**config.mk**
```make
export PLATFORM = sky130hd
export DESIGN_NAME = slot_glue
export DESIGN_NICKNAME = d
export VERILOG_FILES = /design/src/inc/slot_glue_pkg.sv /design/src/hdl/slot_glue.sv /design/src/hdl/pin_sync.sv /design/src/hdl/int_latch.sv
export SDC_FILE = /design/constraint.sdc
export NUM_CORES = 1
export LEC_CHECK = 0
export ABC_AREA = 1
export BUFFER_PORTS_ARGS = -buffer_cell sky130_fd_sc_hd__clkbuf_2
export CORE_UTILIZATION = 45
export DETAILED_ROUTE_END_ITERATION = 10
export PLACE_DENSITY = 0.8
export RECOVER_POWER = 100
export SETUP_SLACK_MARGIN = 0.2
export SLEW_MARGIN = 20
export SYNTH_ARGS = -nofsm -noshare
export SYNTH_HDL_FRONTEND = slang
export SYNTH_SLANG_ARGS = --single-unit
```
**constraint.sdc**
```tcl
create_clock -name clk -period 1.5 [get_ports clk]
set_clock_uncertainty 0.1 [all_clocks]
set_input_delay 0.15 -clock clk [delete_from_list [all_inputs] [get_ports clk]]
set_output_delay 0.15 -clock clk [all_outputs]
set_load 0.005 [all_outputs]
```
**src/inc/slot_glue_pkg.sv**
```systemverilog
/*
 * shared constants and carriers for the expansion-slot glue logic.
 * assumes one 125 MHz clock and a synchronous active-high reset.
 */
package slot_glue_pkg;
	localparam int ADDR_W    = 24;
	localparam int DATA_W    = 16;
	localparam int INT_W     = 8;
	localparam int AUDIO_W   = 12;
	localparam int TONE_W    = 8;
	localparam int TONE_D_W  = 4;
	localparam int SYNC_W    = 3;

	// register-space word index, low address bits
	localparam logic [1:0] REG_INT   = 2'h0;
	localparam logic [1:0] REG_AUDIO = 2'h1;
	localparam logic [1:0] REG_TONE  = 2'h2;

	// interrupt bit positions
	localparam int INT_BIT_TONE = 0;
	localparam int INT_BIT_EXT  = 1;

	// audio field positions
	localparam int AUD_BIT_SHUTDOWN = 0;
	localparam int AUD_BIT_MUTE     = 1;
	localparam int AUD_BIT_MODE     = 2;

	// tone write register field positions
	localparam int TONE_BIT_READ_MODE  = 7;
	localparam int TONE_BIT_SELECT     = 6;
	localparam int TONE_BIT_WRITE_MODE = 5;
	localparam int TONE_BIT_REG_SELECT = 4;

	// reset values
	localparam logic [AUDIO_W-1:0]  AUDIO_RST = 12'h001;
	localparam logic [TONE_W-1:0]   TONE_RST  = 8'h00;
	localparam logic [INT_W-1:0]    INT_RST   = 8'h00;

	typedef struct packed {
		logic [ADDR_W-1:0] addr;
		logic              sel_flash;
		logic              sel_regs;
		logic              wr;
		logic              rd;
	} slot_req_t;

	typedef struct packed {
		logic                read_mode;
		logic                select;
		logic                write_mode;
		logic                reg_select;
		logic [TONE_D_W-1:0] data;
	} tone_ctl_t;
endpackage : slot_glue_pkg

```
**src/hdl/slot_glue.sv**
```systemverilog
/*
 * expansion-slot glue: flash pass-through, internal registers,
 * interrupt latch, audio register and tone transceiver port.
 * assumes host strobes are asynchronous and active high after pin logic.
 */
// Function
// - first chip select routes access to flash
// - second chip select reaches internal registers
// - slot address picks flash word or register
// - write strobe latches slot data
// - read strobe drives selected data onto bus
// - slot reset drives flash reset and resets registers
// - interrupt line raised, cleared by host read
// - low battery blocks the interrupt line
// - flash receives the 24-bit address
// - flash data path carries flash traffic only
// - flash output enable during flash-space reads
// - flash write enable on flash-space writes
// - interrupt register read over 8-bit path
// - reading interrupt register clears all bits except events rising in the same cycle
// - audio write strobe captures audio data
// - audio shutdown output drives power-down
// - audio mute output silences speaker
// - tone read data captured while enabled
// - 8-bit tone register drives strobes and data
// - tone chip gets mode, select, chip strobes
// - audio mode output selects headphone path
// - audio register loads on strobe rising edge
// - shutdown follows bit 0, mute bit 1
`timescale 1ns/1ps
module slot_glue (
	input  wire logic                                 clk,            // 125 MHz clock
	input  wire logic                                 sys_rst,        // sync reset
	input  wire logic                                 slot_reset,     // host slot reset
	input  wire logic [slot_glue_pkg::ADDR_W-1:0]     slot_addr,      // slot address
	input  wire logic [slot_glue_pkg::DATA_W-1:0]     slot_data_in,   // slot data in
	output logic      [slot_glue_pkg::DATA_W-1:0]     slot_data_out,  // slot data out
	output logic                                      slot_data_oe,   // slot data drive
	input  wire logic                                 slot_sel_flash, // chip select 0
	input  wire logic                                 slot_sel_regs,  // chip select 1
	input  wire logic                                 slot_wr,        // write strobe
	input  wire logic                                 slot_rd,        // read strobe
	output logic                                      slot_irq,       // interrupt out
	input  wire logic                                 host_low_battery, // low battery
	output logic      [slot_glue_pkg::ADDR_W-1:0]     flash_addr,     // flash address
	input  wire logic [slot_glue_pkg::DATA_W-1:0]     flash_data_in,  // flash data in
	output logic      [slot_glue_pkg::DATA_W-1:0]     flash_data_out, // flash data out
	output logic                                      flash_data_oe,  // flash data drive
	output logic                                      flash_oe,       // flash read enable
	output logic                                      flash_we,       // flash write enable
	output logic                                      flash_reset,    // flash reset
	input  wire logic                                 ext_int,        // spare int source
	output logic                                      audio_shutdown, // audio power-down
	output logic                                      audio_mute,     // speaker mute
	output logic                                      audio_mode,     // headphone select
	input  wire logic [slot_glue_pkg::TONE_D_W-1:0]   tone_chip_data_in, // tone bus in
	output logic      [slot_glue_pkg::TONE_D_W-1:0]   tone_chip_data_out, // tone bus out
	output logic                                      tone_chip_data_oe, // tone bus drive
	output logic                                      tone_chip_write_mode, // write mode
	output logic                                      tone_chip_read_mode,  // read mode
	output logic                                      tone_chip_reg_select, // reg select
	output logic                                      tone_chip_select,     // chip select
	input  wire logic                                 tone_received_int     // tone irq
);
	logic                                 rst;
	logic                                 slot_reset_s;
	logic                                 sel_flash_s;
	logic                                 sel_regs_s;
	logic                                 wr_s;
	logic                                 rd_s;
	logic                                 tone_int_s;
	logic                                 ext_int_s;
	logic                                 wr_d_r;
	logic                                 rd_d_r;
	logic                                 wr_rise;
	logic                                 rd_rise;
	logic                                 flash_wr;
	logic                                 flash_rd;
	logic                                 hit_int;
	logic                                 hit_audio;
	logic                                 hit_tone;
	logic                                 audio_wr;
	logic                                 tone_wr;
	logic [slot_glue_pkg::TONE_D_W-1:0]   tone_data_s;
	slot_glue_pkg::slot_req_t             req;
	logic [slot_glue_pkg::INT_W-1:0]      int_src;
	logic [slot_glue_pkg::INT_W-1:0]      int_bits;
	logic                                 int_clear_on_read;
	logic [slot_glue_pkg::AUDIO_W-1:0]    audio_reg_bus;
	logic [slot_glue_pkg::AUDIO_W-1:0]    audio_r;
	logic [slot_glue_pkg::TONE_W-1:0]     tone_write_reg;
	logic [slot_glue_pkg::TONE_D_W-1:0]   tone_rd_r;
	logic                                 tone_rd_en;
	logic [slot_glue_pkg::DATA_W-1:0]     reg_rd_nxt;
	logic [slot_glue_pkg::DATA_W-1:0]     flash_rd_r;
	slot_glue_pkg::tone_ctl_t             tone_ctl;

	function automatic logic reg_hit(input logic [slot_glue_pkg::ADDR_W-1:0] a,
		input logic [1:0] idx);
		reg_hit = (a[1:0] == idx);
	endfunction : reg_hit

	// asynchronous slot controls pass through the pin filter
	pin_sync u_sync_rst (.clk(clk), .sys_rst(sys_rst), .pin_in(slot_reset),
		.level(slot_reset_s));
	pin_sync u_sync_cs0 (.clk(clk), .sys_rst(sys_rst), .pin_in(slot_sel_flash),
		.level(sel_flash_s));
	pin_sync u_sync_cs1 (.clk(clk), .sys_rst(sys_rst), .pin_in(slot_sel_regs),
		.level(sel_regs_s));
	pin_sync u_sync_wr (.clk(clk), .sys_rst(sys_rst), .pin_in(slot_wr),
		.level(wr_s));
	pin_sync u_sync_rd (.clk(clk), .sys_rst(sys_rst), .pin_in(slot_rd),
		.level(rd_s));
	pin_sync u_sync_tone (.clk(clk), .sys_rst(sys_rst), .pin_in(tone_received_int),
		.level(tone_int_s));
	pin_sync u_sync_ext (.clk(clk), .sys_rst(sys_rst), .pin_in(ext_int),
		.level(ext_int_s));

	// tone bus comes from another chip, so each bit is filtered too
	generate
		for (genvar i = 0; i < slot_glue_pkg::TONE_D_W; i++)
		begin : g_tone_sync
			pin_sync u_sync_tone_d (.clk(clk), .sys_rst(sys_rst),
				.pin_in(tone_chip_data_in[i]), .level(tone_data_s[i]));
		end
	endgenerate

	assign rst = sys_rst | slot_reset_s;

	assign req.addr      = slot_addr;
	assign req.sel_flash = sel_flash_s & ~sel_regs_s;
	assign req.sel_regs  = sel_regs_s & ~sel_flash_s;
	assign req.wr        = wr_s;
	assign req.rd        = rd_s;

	always_ff @(posedge clk)
	begin
		if (rst)
		begin
			wr_d_r <= 1'b0;
			rd_d_r <= 1'b0;
		end
		else
		begin
			wr_d_r <= req.wr;
			rd_d_r <= req.rd;
		end
	end

	assign wr_rise = req.wr & ~wr_d_r;
	assign rd_rise = req.rd & ~rd_d_r;

	// decode shared by the flash strobes, register writes and interrupt clear
	assign flash_wr  = req.sel_flash & req.wr & ~req.rd;
	assign flash_rd  = req.sel_flash & req.rd & ~req.wr;
	assign hit_int   = req.sel_regs & reg_hit(req.addr, slot_glue_pkg::REG_INT);
	assign hit_audio = req.sel_regs & reg_hit(req.addr, slot_glue_pkg::REG_AUDIO);
	assign hit_tone  = req.sel_regs & reg_hit(req.addr, slot_glue_pkg::REG_TONE);
	assign audio_wr  = wr_rise & hit_audio;
	assign tone_wr   = wr_rise & hit_tone;

	// flash pass-through; address is stable while strobes settle
	always_ff @(posedge clk)
	begin
		if (rst)
		begin
			flash_addr     <= '0;
			flash_data_out <= '0;
		end
		else if (req.sel_flash)
		begin
			flash_addr <= req.addr;
			if (flash_wr)
				flash_data_out <= slot_data_in;
		end
	end

	always_ff @(posedge clk)
	begin
		if (rst)
		begin
			flash_oe      <= 1'b0;
			flash_we      <= 1'b0;
			flash_data_oe <= 1'b0;
		end
		else
		begin
			flash_oe      <= flash_rd;
			flash_we      <= flash_wr;
			flash_data_oe <= flash_wr;
		end
	end

	always_ff @(posedge clk)
	begin
		if (sys_rst)
			flash_reset <= 1'b1;
		else
			flash_reset <= slot_reset_s;
	end

	always_ff @(posedge clk)
	begin
		if (rst)
			flash_rd_r <= '0;
		else if (flash_oe)
			flash_rd_r <= flash_data_in;
	end

	// interrupt sources and clear on read
	always_comb
	begin
		int_src                             = '0;
		int_src[slot_glue_pkg::INT_BIT_TONE] = tone_int_s;
		int_src[slot_glue_pkg::INT_BIT_EXT]  = ext_int_s;
	end

	assign int_clear_on_read = rd_rise & hit_int;

	int_latch u_int (
		.clk              (clk),
		.sys_rst          (rst),
		.src              (int_src),
		.int_clear_on_read(int_clear_on_read),
		.host_low_battery (host_low_battery),
		.int_bits         (int_bits),
		.slot_irq         (slot_irq)
	);

	// audio register
	assign audio_reg_bus = slot_data_in[slot_glue_pkg::AUDIO_W-1:0];

	always_ff @(posedge clk)
	begin
		if (rst)
			audio_r <= slot_glue_pkg::AUDIO_RST;
		else if (audio_wr)
			audio_r <= audio_reg_bus;
	end

	assign audio_shutdown = audio_r[slot_glue_pkg::AUD_BIT_SHUTDOWN];
	assign audio_mute     = audio_r[slot_glue_pkg::AUD_BIT_MUTE];
	assign audio_mode     = audio_r[slot_glue_pkg::AUD_BIT_MODE];

	// tone transceiver register
	always_ff @(posedge clk)
	begin
		if (rst)
			tone_write_reg <= slot_glue_pkg::TONE_RST;
		else if (tone_wr)
			tone_write_reg <= slot_data_in[slot_glue_pkg::TONE_W-1:0];
	end

	assign tone_ctl = tone_write_reg;

	assign tone_chip_read_mode  = tone_ctl.read_mode;
	assign tone_chip_select     = tone_ctl.select;
	assign tone_chip_write_mode = tone_ctl.write_mode;
	assign tone_chip_reg_select = tone_ctl.reg_select;
	assign tone_chip_data_out   = tone_ctl.data;
	assign tone_chip_data_oe    = tone_ctl.write_mode & ~tone_ctl.read_mode;
	assign tone_rd_en           = tone_ctl.read_mode & tone_ctl.select;

	always_ff @(posedge clk)
	begin
		if (rst)
			tone_rd_r <= '0;
		else if (tone_rd_en)
			tone_rd_r <= tone_data_s;
	end

	// register read mux
	always_comb
	begin
		reg_rd_nxt = '0;
		case (req.addr[1:0])
			slot_glue_pkg::REG_INT:
				reg_rd_nxt[slot_glue_pkg::INT_W-1:0] = int_bits;
			slot_glue_pkg::REG_AUDIO:
				reg_rd_nxt[slot_glue_pkg::AUDIO_W-1:0] = audio_r;
			slot_glue_pkg::REG_TONE:
				reg_rd_nxt = {8'h00, tone_write_reg[7:4], tone_rd_r};
			default:
				reg_rd_nxt = '0;
		endcase
	end

	// slot data output, held through the strobe
	always_ff @(posedge clk)
	begin
		if (rst)
			slot_data_out <= '0;
		else if (req.sel_regs & rd_rise)
			slot_data_out <= reg_rd_nxt;
		else if (req.sel_flash & req.rd)
			slot_data_out <= flash_rd_r;
	end

	always_ff @(posedge clk)
	begin
		if (rst)
			slot_data_oe <= 1'b0;
		else
			slot_data_oe <= req.rd & ~req.wr & (req.sel_flash | req.sel_regs);
	end
endmodule : slot_glue

```
**src/hdl/pin_sync.sv**
```systemverilog
/*
 * three-stage input synchroniser with agreement filter.
 * assumes the input is asynchronous to clk.
 */
`timescale 1ns/1ps
module pin_sync #(
	parameter logic RST_VAL = 1'b0
) (
	input  wire logic clk,     // system clock
	input  wire logic sys_rst, // synchronous reset
	input  wire logic pin_in,  // raw pin
	output logic      level    // filtered level
);
	logic [2:0] stage_r;

	always_ff @(posedge clk)
	begin
		if (sys_rst)
			stage_r <= {3{RST_VAL}};
		else
			stage_r <= {stage_r[1:0], pin_in};
	end

	// change counts once stages two and three agree
	always_ff @(posedge clk)
	begin
		if (sys_rst)
			level <= RST_VAL;
		else if (stage_r[1] == stage_r[2])
			level <= stage_r[2];
	end
endmodule : pin_sync

```
**src/hdl/int_latch.sv**
```systemverilog
/*
 * sticky interrupt register with clear on read.
 * assumes sources are already synchronised to clk.
 */
`timescale 1ns/1ps
module int_latch (
	input  wire logic                            clk,        // system clock
	input  wire logic                            sys_rst,    // synchronous reset
	input  wire logic [slot_glue_pkg::INT_W-1:0] src,        // source levels
	input  wire logic                            int_clear_on_read, // clear pulse
	input  wire logic                            host_low_battery,  // masks irq
	output logic      [slot_glue_pkg::INT_W-1:0] int_bits,   // latched bits
	output logic                                 slot_irq    // to host
);
	logic [slot_glue_pkg::INT_W-1:0] src_d_r;
	logic [slot_glue_pkg::INT_W-1:0] rise;

	assign rise = src & ~src_d_r;

	always_ff @(posedge clk)
	begin
		if (sys_rst)
			src_d_r <= slot_glue_pkg::INT_RST;
		else
			src_d_r <= src;
	end

	// new event wins over a clear in the same cycle
	always_ff @(posedge clk)
	begin
		if (sys_rst)
			int_bits <= slot_glue_pkg::INT_RST;
		else if (int_clear_on_read)
			int_bits <= rise;
		else
			int_bits <= int_bits | rise;
	end

	always_ff @(posedge clk)
	begin
		if (sys_rst)
			slot_irq <= 1'b0;
		else
			slot_irq <= (|int_bits) & ~host_low_battery & ~int_clear_on_read;
	end
endmodule : int_latch

```
# Word-level counts from Yosys, hierarchy flattened
# Index checks and enable logic that the tools add are counted.
word_totals:
  ff_bits: 163
  in_bits: 70
  out_inout_bits: 74
  elab_cells: 98
op_classes:
  eq_ne: 13
  mux: 5
  bitwise_logic: 35
  n_reduce_logical: 5
op_table:
  columns: ["op", "count"]
  rows:
  - ["12-bit 2-to-1 mux", 2]
  - ["8-bit one-hot mux with 3 select lines", 1]
  - ["1-bit AND", 21]
  - ["1-bit == test", 11]
  - ["1-bit NOT", 9]
  - ["2-bit by 8-bit AND with 8-bit output", 1]
  - ["8-bit 2-to-1 mux", 1]
  - ["8-bit NOT", 1]
  - ["8-bit bitwise OR", 1]
  - ["8-bit OR reduction", 1]
  - ["4-bit 2-to-1 mux", 1]
  - ["2-bit by 1-bit == test with 1-bit output (second input constant)", 1]
  - ["2-bit == test (second input constant)", 1]
  - ["2-bit logical NOT", 1]
  - ["1-bit bitwise OR", 2]
  - ["2-bit AND reduction", 1]
  - ["2-bit nonzero test", 1]
  - ["2-bit OR reduction", 1]

# Depth between registers and ports, before layout
# Gate-level depths: netlist of run 1.
depth:
  depth_word: 6
  depth_mapped: 9
  depth_no_buf: 8

# Modules after synthesis
# Synthesis of run 1 repeated with hierarchy kept, for this count alone.
hier_totals:
  cells_unflattened: 729
  hier_area_um2: 5798.1
by_module_without_submodules:
  columns: ["module", "instances", "cells_per_inst", "area_each_um2", "seq_area_each_um2"]
  rows:
  - ["slot_glue", 1, 525, 3937.5, 2042.0]
  - ["pin_sync", 11, 13, 121.4, 80.1]
  - ["int_latch", 1, 61, 525.5, 340.3]

# Least setup slack after synthesis of run 1
# No wires, ideal clock.
synth_timing:
  path_type: "reg-to-reg"
  start: "register u_sync_cs0.level"
  end: "register audio_r[3] (netlist name)"
  setup_ns: 0.116
  arrival_time_ns: 1.140
  required_time_ns: 1.284
  slack_ns: 0.144
  stages_incl_launch_ff: 9
  n_path_buf: 1
  period_less_slack_ns: 1.356
  cell_sequence: "dfxtp_1 > inv_1 > ha_1 > nand3b_4 > nor2_4 > inv_2 > buf_6 > nor2_1 > nor2_1"
synth_between:
  elab_chain_cells: 4
synth_rtl:
  columns: ["element", "line_no", "text"]
  rows:
  - ["start, declared", "pin_sync.sv:12", "output logic level"]
  - ["start signal, assigned", "pin_sync.sv:30", "level <= stage_r[2];"]
  - ["1-bit NOT", "slot_glue.sv:132", "assign req.sel_regs = sel_regs_s & ~sel_flash_s;"]
  - ["1-bit AND", "slot_glue.sv:132", null]
  - ["1-bit AND", "slot_glue.sv:157", "assign hit_audio = req.sel_regs & reg_hit(req.addr, slot_glue_pkg::REG_AUDIO);"]
  - ["1-bit AND", "slot_glue.sv:159", "assign audio_wr = wr_rise & hit_audio;"]
  - ["end signal, assigned", "slot_glue.sv:236", "audio_r <= slot_glue_pkg::AUDIO_RST;"]
  - ["end signal, assigned", "slot_glue.sv:238", "audio_r <= audio_reg_bus;"]
  - ["end, declared", "slot_glue.sv:90", "logic [slot_glue_pkg::AUDIO_W-1:0] audio_r;"]
# Every way passes these cells.
# A chain may end at the register's enable or synchronous reset.

# Worst setup path after layout of run 1
layout_timing:
  start: "register u_sync_cs1.level"
  end: "register audio_r[1] (netlist name)"
layout_between:
  elab_chain_cells: 3
layout_rtl:
  columns: ["element", "line_no"]
  rows:
  - ["start, declared", "pin_sync.sv:12"]
  - ["start signal, assigned", "pin_sync.sv:30"]
  - ["1-bit AND", "slot_glue.sv:132"]
  - ["1-bit AND", "slot_glue.sv:157"]
  - ["1-bit AND", "slot_glue.sv:159"]
# Every way passes these cells.

==> results list, run 1 <==
- Outcome: finished with violations
- After layout, the design draws a total of ~9 mW.
- Endpoint of the worst hold-timing path: flash_addr[1]
* Total of buffers placed on input and output ports: 143
* Synth cell types: 30
- Cell Pwr Density: 1030 mW/mm2
- Leading cell type in the layout, fill and taps excluded: sky130_fd_sc_hd__dfxtp_1
- Timing analysis after detailed placement gives a worst setup slack of -0.0379 ns.
- DRC violations left: 16
* Final core utilization: 73.9%
- In this run, placement finished with an instance count of ~950.
- Measured along the x axis, the die boundary spans 111 um.
- The number of nets handed over by synthesis was between 700 and 800.
- The worst-case IR drop observed on VDD is about 0.93 mV.
* LEAKAGE: between 3 and 4 nW
* Post-DP HPWL: slightly above 8000 um
- Classification of the worst-slack hold path: primary input to flip-flop
- The die covers ~0.012 mm2.
- At the worst endpoint, the required time is about 1.7 ns.
- Synth Register Bits: ~150
- GR Overflow Total: 0
- Averaged over all synthesized cells, the footprint is 7.99 um2.
* H-tree Lvls: 4
- Worst hold path depth: 3
- For this configuration, the core starts out at a cell density of a little under half.
- After routing the design area is 0.00854 mm2.
- Across all hold checks on the routed design, the worst slack comes to 0.103 ns.
- Excluding fillers, the count of instances in the completed layout stands at ~1100.
- Startpoint kind of the worst setup timing path: flip-flop
- Max cap viols: 0
* Final-layout fill cell count: 770
- between 100 and 150 I/O pins were placed.
- DIE HEIGHT: between 100 and 150 um
- The detailed router placed roughly 5700 vias in this run.
* Total area of multi-input combinational cells: ~0.0025 mm2
- Cell area after placement: around 0.0063 mm2
- For this run, the leading register cell type out of synthesis is sky130_fd_sc_hd__dfxtp_1.
- CTS Buffer Depth: 2
- Clock latency at the later pin of the worst-skew pair: ~0.42 ns
- Sequential elements use 56.0% of the synthesized area.
- TritonCTS built the clock tree.
* Fmax: between 600 and 700 MHz
- The number of antenna violations at the first check in global routing was 1.
- Placeable core area: ~0.012 mm2
- Number of synthesized flops with an enable pin: 0
* Unrepaired setup endpoints after global routing: yes
- The count of nets left with antenna violations once routing finished came out at 0.
- STA classifies the critical path endpoint as a flip-flop.
- Post-synthesis instance total: between 600 and 700
- Row generation in the floorplan step produced 39 rows.
- Signal arrival time at the worst endpoint: between 1.5 and 2 ns
* Critical path start-end classification: flip-flop to flip-flop
- In this run the most critical hold path is launched from slot_addr[1].
- Total global-route track usage: approximately a quarter
* Clock buffers created by TritonCTS: 17
- Storage cell area: 0.00304 mm2
* WL/cell: 17.9 um
* CTS clk-pin slew, worst paths: about 0.070 ns
- Clock tree synthesis selected as its root buffer the cell sky130_fd_sc_hd__clkbuf_16.
* Register-to-Register Path Depth: 7
* Netlist area before placement: 0.00539 mm2
* Share of async-settable or async-resettable flops after synthesis: 0%
- Minimum clock period after layout: ~1.5 ns
- The post-route netlist has between 30% and 40% of its cells at a drive strength greater than 1.
* Final period util: 101%
- Hold Vio Cnt, Final: 0
- Average via count per standard cell: 5.33
- GPL Wtd Cong: 0.798
- Wires add up to roughly 19000 um.
- In this run the worst path has a maximum fanout of 12.
- Setup Viol. Count Final: 3
- Worst R2R Setup Slack: -0.02 ns
* Violation count after the first detailed-routing iteration: between 500 and 600
- Remaining max-slew budget at the tightest pin: about 51%
- For this design, the sink count on the clock tree is approximately 150.
- Max-slew violation total from the final report: 0
* Sum of negative setup slack: -0.0321 ns
- The first global-routing pass estimated ~23000 um of wire.
* Worst r2r src: u_sync_cs1.level
- For the pin with the worst max-slew slack, the measured transition is between 0.7 and 0.8 ns.
* First-pass detailed-route iteration total: 9
* Post-layout nets: slightly below 1000
- The area growth from synthesis to layout is 58.4%.
- Pin count of the biggest net entering global routing: 56
- Number of global-route vias before repair: ~5000
- In this run the critical register-to-register path is captured at audio_r[1].
- In the layout the commonest cells are sky130_fd_sc_hd__dfxtp_1 (144), sky130_fd_sc_hd__clkbuf_2 (142), sky130_fd_sc_hd__nor2_1 (99).
- Worst path setup slack after routing: -0.0202 ns
* Synthesis warning total: 0
* Violations in the final reports: DRC, setup timing
## critical path: stages, from the launching register on
cell and delay [ns]:
sky130_fd_sc_hd__dfxtp_2 0.35, sky130_fd_sc_hd__buf_6 0.11, sky130_fd_sc_hd__ha_4 0.19, sky130_fd_sc_hd__nand3b_4 0.14, sky130_fd_sc_hd__nor2_4 0.16, sky130_fd_sc_hd__inv_2 0.13
sky130_fd_sc_hd__nor2_1 0.15, sky130_fd_sc_hd__nor2_1 0.07
## what timing repair did
item	in CTS	in global routing
setup endpoints to repair	79	85
endpoints found under the hold margin	86	0
hold buffers	66	0
cloned	1	12
pin swaps	5	28
buffers inserted	1	7
resized for setup	32	164
## state kept, by name (all words and copies together) (netlist names), 3 cells and up
register and flops:
slot_data_out 16, g_tone_sync.u_sync_tone_d.stage_r 12, u_sync_ext.stage_r 3, u_sync_cs1.stage_r 3, flash_addr 24, u_sync_rd.stage_r 3, audio_r 12, flash_data_out 16
u_sync_rst.stage_r 3, u_sync_wr.stage_r 3, g_tone_sync.u_sync_tone_d.level 4, u_sync_cs0.stage_r 3, tone_ctl 8, flash_rd_r 16, u_sync_tone.stage_r 3, tone_rd_r 4
## layer usage
layer / vias to the layer above / GRT usage [%] / routed length (um)
met4: 0 / 12.5 / 1190
met3: 104 / 5.88 / 1340
met5: - / 0 / 0
met2: 329 / 40.6 / 9660
li1: 2617 / - / -
met1: 2634 / 26.6 / 6880
## cells in the mapped netlist (4+ instances only)
master	count	area (um2)
sky130_fd_sc_hd__a211oi_1	11	82.6
sky130_fd_sc_hd__a21oi_1	64	320
sky130_fd_sc_hd__buf_1	4	15.0
sky130_fd_sc_hd__buf_2	20	100
sky130_fd_sc_hd__buf_4	4	30.0
sky130_fd_sc_hd__dfxtp_1	151	3020
sky130_fd_sc_hd__inv_1	57	214
sky130_fd_sc_hd__inv_2	8	30.0
sky130_fd_sc_hd__nand2_1	124	465
sky130_fd_sc_hd__nand3_1	40	200
sky130_fd_sc_hd__nor2_1	114	428
sky130_fd_sc_hd__nor2_2	5	31.3
sky130_fd_sc_hd__o21ai_0	43	215
sky130_fd_sc_hd__o21ai_1	4	20.0
## how the worst max path moves through the flow
| stage | end | start | cells past startpoint | slack (ns) |
|---|---|---|---|---|
| 6_report | audio_r[1] | u_sync_cs1.level | 7 | -0.02 |
| 5_1_grt | tone_ctl[1] | u_sync_cs1.level | 7 | -0.06 |
| 4_1_cts | slot_data_out[10] | u_sync_cs1.level | 9 | 0.10 |
| 3_5_place_dp | flash_addr[23] | u_sync_cs1.level | 6 | -0.04 |
| 3_3_place_gp | flash_addr[4] | u_sync_cs1.level | 6 | -0.0002 |
| 2_1_floorplan | flash_data_out[10] | u_sync_cs1.level | 6 | 0.18 |
## area by class of cell
class                           instances  share of cell area (%)
Tap cell                              143                    2.09
Antenna cell                            2                  0.0586
Inverter                               67                    3.60
Sequential cell                       151                    35.6
Timing Repair inverter                  4                   0.761
Multi-Input combinational cell        422                    28.9
Clock inverter                         12                    1.49
Timing Repair Buffer                  245                    22.2
Clock buffer                           20                    5.34
## cell families (layout without fill, tap and decap cells)
| family | after synthesis | count (layout) | synth area share [%] |
|---|---|---|---|
| other | 0 | 2 | 0 |
| flip-flops | 151 | 151 | 56.0 |
| AO/OA/AOI/OAI | 125 | 125 | 12.3 |
| AND/OR/NAND/NOR | 295 | 295 | 22.9 |
| adder cells (fa/ha/maj) | 2 | 2 | 0.464 |
| buffers and inverters | 102 | 348 | 8.33 |
## where the power goes
group | total (mW) | internal (mW) | switching (mW)
Sequential | 4.06 | 4.04 | 0.0170
Clock | 4.24 | 2.53 | 1.72
Combinational | 0.471 | 0.234 | 0.238
No activity file was read; power rests on OpenSTA's default activity.
==> inputs of run 2 (changes only) <==
--- a/config.mk
+++ b/config.mk
@@ -5,8 +5,9 @@
 export SDC_FILE = /design/constraint.sdc
 export NUM_CORES = 1
 export LEC_CHECK = 0
-export ABC_AREA = 1
+export ABC_AREA = 0
 export BUFFER_PORTS_ARGS = -buffer_cell sky130_fd_sc_hd__clkbuf_2
+export CORE_ASPECT_RATIO = 1.5
 export CORE_UTILIZATION = 45
 export DETAILED_ROUTE_END_ITERATION = 10
 export PLACE_DENSITY = 0.8
==> constraint.sdc (replaced) <==
create_clock -name clk -period 1.5 [get_ports clk]
set_clock_uncertainty 0.1 [all_clocks]
set_input_delay 0.15 -clock clk [delete_from_list [all_inputs] [get_ports clk]]
set_output_delay 0.15 -clock clk [all_outputs]
set_load 0.1 [all_outputs]
==> run 2 against run 1 <==
The run ends with setup timing left. Largest cell class unchanged. First-iteration DRC count fell by 17%. Combinational power rose by 2%. Synthesized area fell by 2.7%. Sequential power barely moved. Die area fell by 2.5%. Core utilization rose by 5.4 points. Global-route usage rose by 4.7 points. Critical path depth did not move. Largest power group unchanged. Via count fell by 6.4%.
==> results list, run 2 <==
- Synthesis warning total: 0 (unchanged)
- The type of origin of the critical path was a flip-flop (unchanged).
- Critical path start-end classification: flip-flop to flip-flop (unchanged)
* Share of async-settable or async-resettable flops after synthesis: 0% (unchanged)
* Pin count of the biggest net entering global routing: 45 (was 56)
- Largest register FFs: 24 (unchanged)
* Net switching power figure: 1.98 mW (was 1.97 mW)
- The maximum VDD drop was 0.795 mV (was 0.931 mV).
- The post-synthesis share of cell area spent on full adders, half adders and majority gates is 0.477% (was 0.464%).
- The post-synthesis cell type with the largest combined area was sky130_fd_sc_hd__dfxtp_1 (unchanged).
- Total global-route track usage: 28.1% (was 23.5%)
- Transition time at the pin with the least slew margin: 0.417 ns (was 0.732 ns)
* Max cap viols: 0 (unchanged)
- Post-Synth XOR/XNOR Area: 0% (unchanged)
- The post-synthesis sequential area ratio was 57.6% (was 56.0%).
- Main combinational cell family by area after synthesis: simple AND/OR/NAND/NOR gates (unchanged)
* H-tree Lvls: 4 (unchanged)
* Unrepaired setup endpoints after global routing: yes (unchanged)
- The worst slew margin relative to its limit is 72.2% (was 51.0%).
- Post-synthesis mux area share: 11.8% (was 0%)
* Die X-Extent: 90.2 um (was 111 um)
* CTS Root Buffer Type: sky130_fd_sc_hd__clkbuf_16 (unchanged)
* Final std cells w/o fill: 929 (was 1066)
- The leading cell type by number of instances after synthesis is sky130_fd_sc_hd__dfxtp_1 (unchanged).
- The final-layout worst hold slack came to 0.0762 ns (was 0.103 ns).
* Netlist area before placement: 0.00525 mm2 (was 0.00539 mm2)
* Final period util: 111% (was 101%)
- The total length of routed wires is 21000 um (was 19100 um).
- The highest achievable clock rate was 598 MHz (was 658 MHz).
* LEAKAGE: 3.46 nW (was 3.86 nW)
* Top-level port count: 144 (unchanged)
- Violation count after the first detailed-routing iteration: 419 (was 506)
- Post-layout nets: 836 (was 980)
- # rows: 48 (was 39)
* Placeable core area: 0.0114 mm2 (was 0.0116 mm2)
* Sequential power share: 45.4% (was 46.3%)
- Clock latency at the later pin of the worst-skew pair: 0.43 ns (was 0.42 ns)
- The endpoint class of the critical path was a flip-flop (unchanged).
- The count of placed standard cells including taps is 810 (was 945).
- Cell Pwr Density: 988 mW/mm2 (was 1030 mW/mm2)
- Proportion of power drawn by combinational gates: 5.4% (about the same)
* Classification of the worst-slack hold path: primary input to flip-flop (unchanged)
- Most common library cells after synthesis: sky130_fd_sc_hd__dfxtp_1 (151), sky130_fd_sc_hd__nor2_1 (67), sky130_fd_sc_hd__nand2_1 (63) (was sky130_fd_sc_hd__dfxtp_1 (151), sky130_fd_sc_hd__nand2_1 (124), sky130_fd_sc_hd__nor2_1 (114))
* Minimum clock period after layout: 1.67 ns (was 1.52 ns)
- Largest register by flop count: flash_addr (unchanged)
* Clock share of power: 49.2% (was 48.3%)
- Final-layout fill cell count: 560 (was 770)
* Average cell area after synthesis: 9.91 um2 (was 7.99 um2)
- Synth Register Bits: 151 (unchanged)
- Global-route wire length before repair: 26200 um (was 23200 um)
- Routed via count: 5318 (was 5684)
* Synth top area cells: sky130_fd_sc_hd__dfxtp_1 (58%), sky130_fd_sc_hd__mux2i_1 (12%), sky130_fd_sc_hd__nor2_1 (4.8%) (was sky130_fd_sc_hd__dfxtp_1 (56%), sky130_fd_sc_hd__nand2_1 (8.6%), sky130_fd_sc_hd__nor2_1 (7.9%))
- Clock buffers created by TritonCTS: 17 (unchanged)
- CP Cell Sequence: inv_2, ha_4, inv_6, nor3b_4, buf_12, nand2_2, a21oi_2 (was buf_6, ha_4, nand3b_4, nor2_4, inv_2, nor2_1, nor2_1)
* Clock tree from TritonCTS: built (unchanged)
- Compound-Gate Fraction of Synth Area: 8.75% (was 12.3%)
* Violations in the final reports: setup timing (was DRC, setup timing)
- DRC violations left: 0 (was 16)
- Crit path required time: 1.75 ns (was 1.71 ns)
- The leading register cell type out of synthesis is sky130_fd_sc_hd__dfxtp_1 (unchanged).
- The smallest setup slack after layout was -0.172 ns (was -0.0202 ns).
* Fraction of final layout cells sized beyond drive strength 1: 45.3% (was 37.4%)
* Signal arrival time at the worst endpoint: 1.92 ns (was 1.73 ns)
- The count of final max-slew check failures was 0 (unchanged).
- The number of synthesized flops with an enable pin is 0 (unchanged).
* Hold Vio Cnt, Final: 0 (unchanged)
- GR Overflow Total: 0 (unchanged)
- Area of the die: 0.0121 mm2 (was 0.0124 mm2)
* Power after layout: 8.93 mW (was 8.78 mW)
* Simple-gate area share of the yosys netlist: 17.6% (was 22.9%)
- The switching share of total power was 22.2% (was 22.5%).
- The initial cell density of the core was 46.0% (was 46.6%).
- Power Internal: 6.95 mW (was 6.80 mW)
- Syn-to-layout area delta: 72.3% (was 58.4%)
- WL/cell: 22.6 um (was 17.9 um)
- DIE HEIGHT: 134 um (was 111 um)
* Post-DP HPWL: 9040 um (was 8310 um)
* Number of antenna violations at the first check in global routing: 2 (was 1)
- The number of iterations in the first detailed-routing pass is 5 (was 9).
- Largest fanout on the critical path: 8 (was 12)
- Slowest stage delay, CP: 0.37 ns (was 0.35 ns)
- Leading cell types in the layout, fill and taps excluded: sky130_fd_sc_hd__dfxtp_1 (91), sky130_fd_sc_hd__clkbuf_2 (69), sky130_fd_sc_hd__dlygate4sd3_1 (67) (was sky130_fd_sc_hd__dfxtp_1 (144), sky130_fd_sc_hd__clkbuf_2 (142), sky130_fd_sc_hd__nor2_1 (99)).
- The cell count after synthesis is 530 (was 675).
- Setup Viol. Count Final: 55 (was 3)
* Leading cell type in the layout, fill and taps excluded: sky130_fd_sc_hd__dfxtp_1 (unchanged)
* GPL Wtd Cong: 0.881 (was 0.798)
- The count of buffers inserted at the top-level ports is 143 (unchanged).
* Top-area cell type share of the netlist area: 57.6% (was 56.0%)
- Post-synth net total: 602 (was 747)
- Final core utilization: 79.3% (was 73.9%)
- Clock sink count: 151 (unchanged)
* Critical-path top delay cell: sky130_fd_sc_hd__dfxtp_4 (was sky130_fd_sc_hd__dfxtp_2)
- The post-detailed-route count of antenna-violating nets was 0 (unchanged).
- CTS clk-pin slew, worst paths: 0.06 ns (was 0.07 ns)
* Outcome: finished with violations (unchanged)
- The via-per-instance ratio is 5.72 (was 5.33).
- The distinct cell type count after synthesis came to 36 (was 30).
- The number of global-route vias before repair came to 5265 (was 4999).
- The maximum clock insertion buffer count was 2 (unchanged).
[run 2: final timing paths]
check,from,endpoint,slack [ns],cells after the start
worst max-delay path,u_sync_cs1.level,flash_data_out[2],-0.17,7
worst min-delay path,slot_addr[0],slot_data_out[1],0.08,3
worst max register to register,u_sync_cs1.level,flash_data_out[2],-0.17,7
worst min register to register,g_tone_sync[1].u_sync_tone_d.stage_r[0],g_tone_sync[1].u_sync_tone_d.stage_r[1],0.33,1
[run 2: final cells by class]
cell class	instances	area, um2	share of cell area [%]
diodes	2	5.00	0.0553
multi-input cells	340	2500	27.6
flip-flops and latches	151	3110	34.4
clock inverters	8	83.8	0.927
repair buffers	250	2600	28.8
inverters	4	25.0	0.277
well taps	150	188	2.07
clock buffers	24	534	5.91
[run 2: logic make-up after synthesis]
group                      after synthesis
AOI/OAI and AO/OA                       77
adders and majority gates                2
buffers and inverters                   39
DFF                                    151
muxes                                   62
and+or+nand+nor                        199
[run 2: per-stage QoR]
step                      worst slack [ns]  setup TNS, ns  instance area (um2)
after global placement              0.0275              0                 6430
after global routing                -0.198          -5.54                 9050
after floorplan                    -0.0422        -0.0422                 5490
after detailed placement           -0.0876        -0.0876                 6430
final                               -0.172          -3.84                 9050
after CTS                          0.00389              0                 8520
[run 2: worst max-delay path, delay by kind of cell, from the launching register on]
family / cells / cell delay, ns
simple gates: 2 / 0.41
flops: 1 / 0.37
buf+inv: 3 / 0.33
fa+ha+maj: 1 / 0.21
compound gates: 1 / 0.17
[run 2: power groups by stage]
stage	Combinational, mW	Sequential, mW	Clock [mW]
detailed placement	0.274	4.15	0
global route	0.503	4.06	4.58
finish	0.482	4.06	4.40
floorplan	0.104	4.17	0
CTS	0.425	4.06	4.33
global placement	0.266	4.14	0
[run 2: what timing repair did]
item | CTS | global route
hold buffers | 67 | 0
gates cloned | 1 | 3
gates resized for setup | 163 | 97
setup endpoints to repair | 151 | 90
pin swaps | 17 | 35
buffers inserted | 9 | 5
endpoints found under the hold margin | 87 | 0
[run 2: metal layers]
metal,part of all wire [%],track usage (%),up-vias,wire length [um]
met5,0,0,-,0
met4,7.4,23.4,0,1560
met3,6.6,6.41,140,1390
met2,52,52.1,368,11000
met1,34,25.9,2547,7050
li1,-,-,2263,-
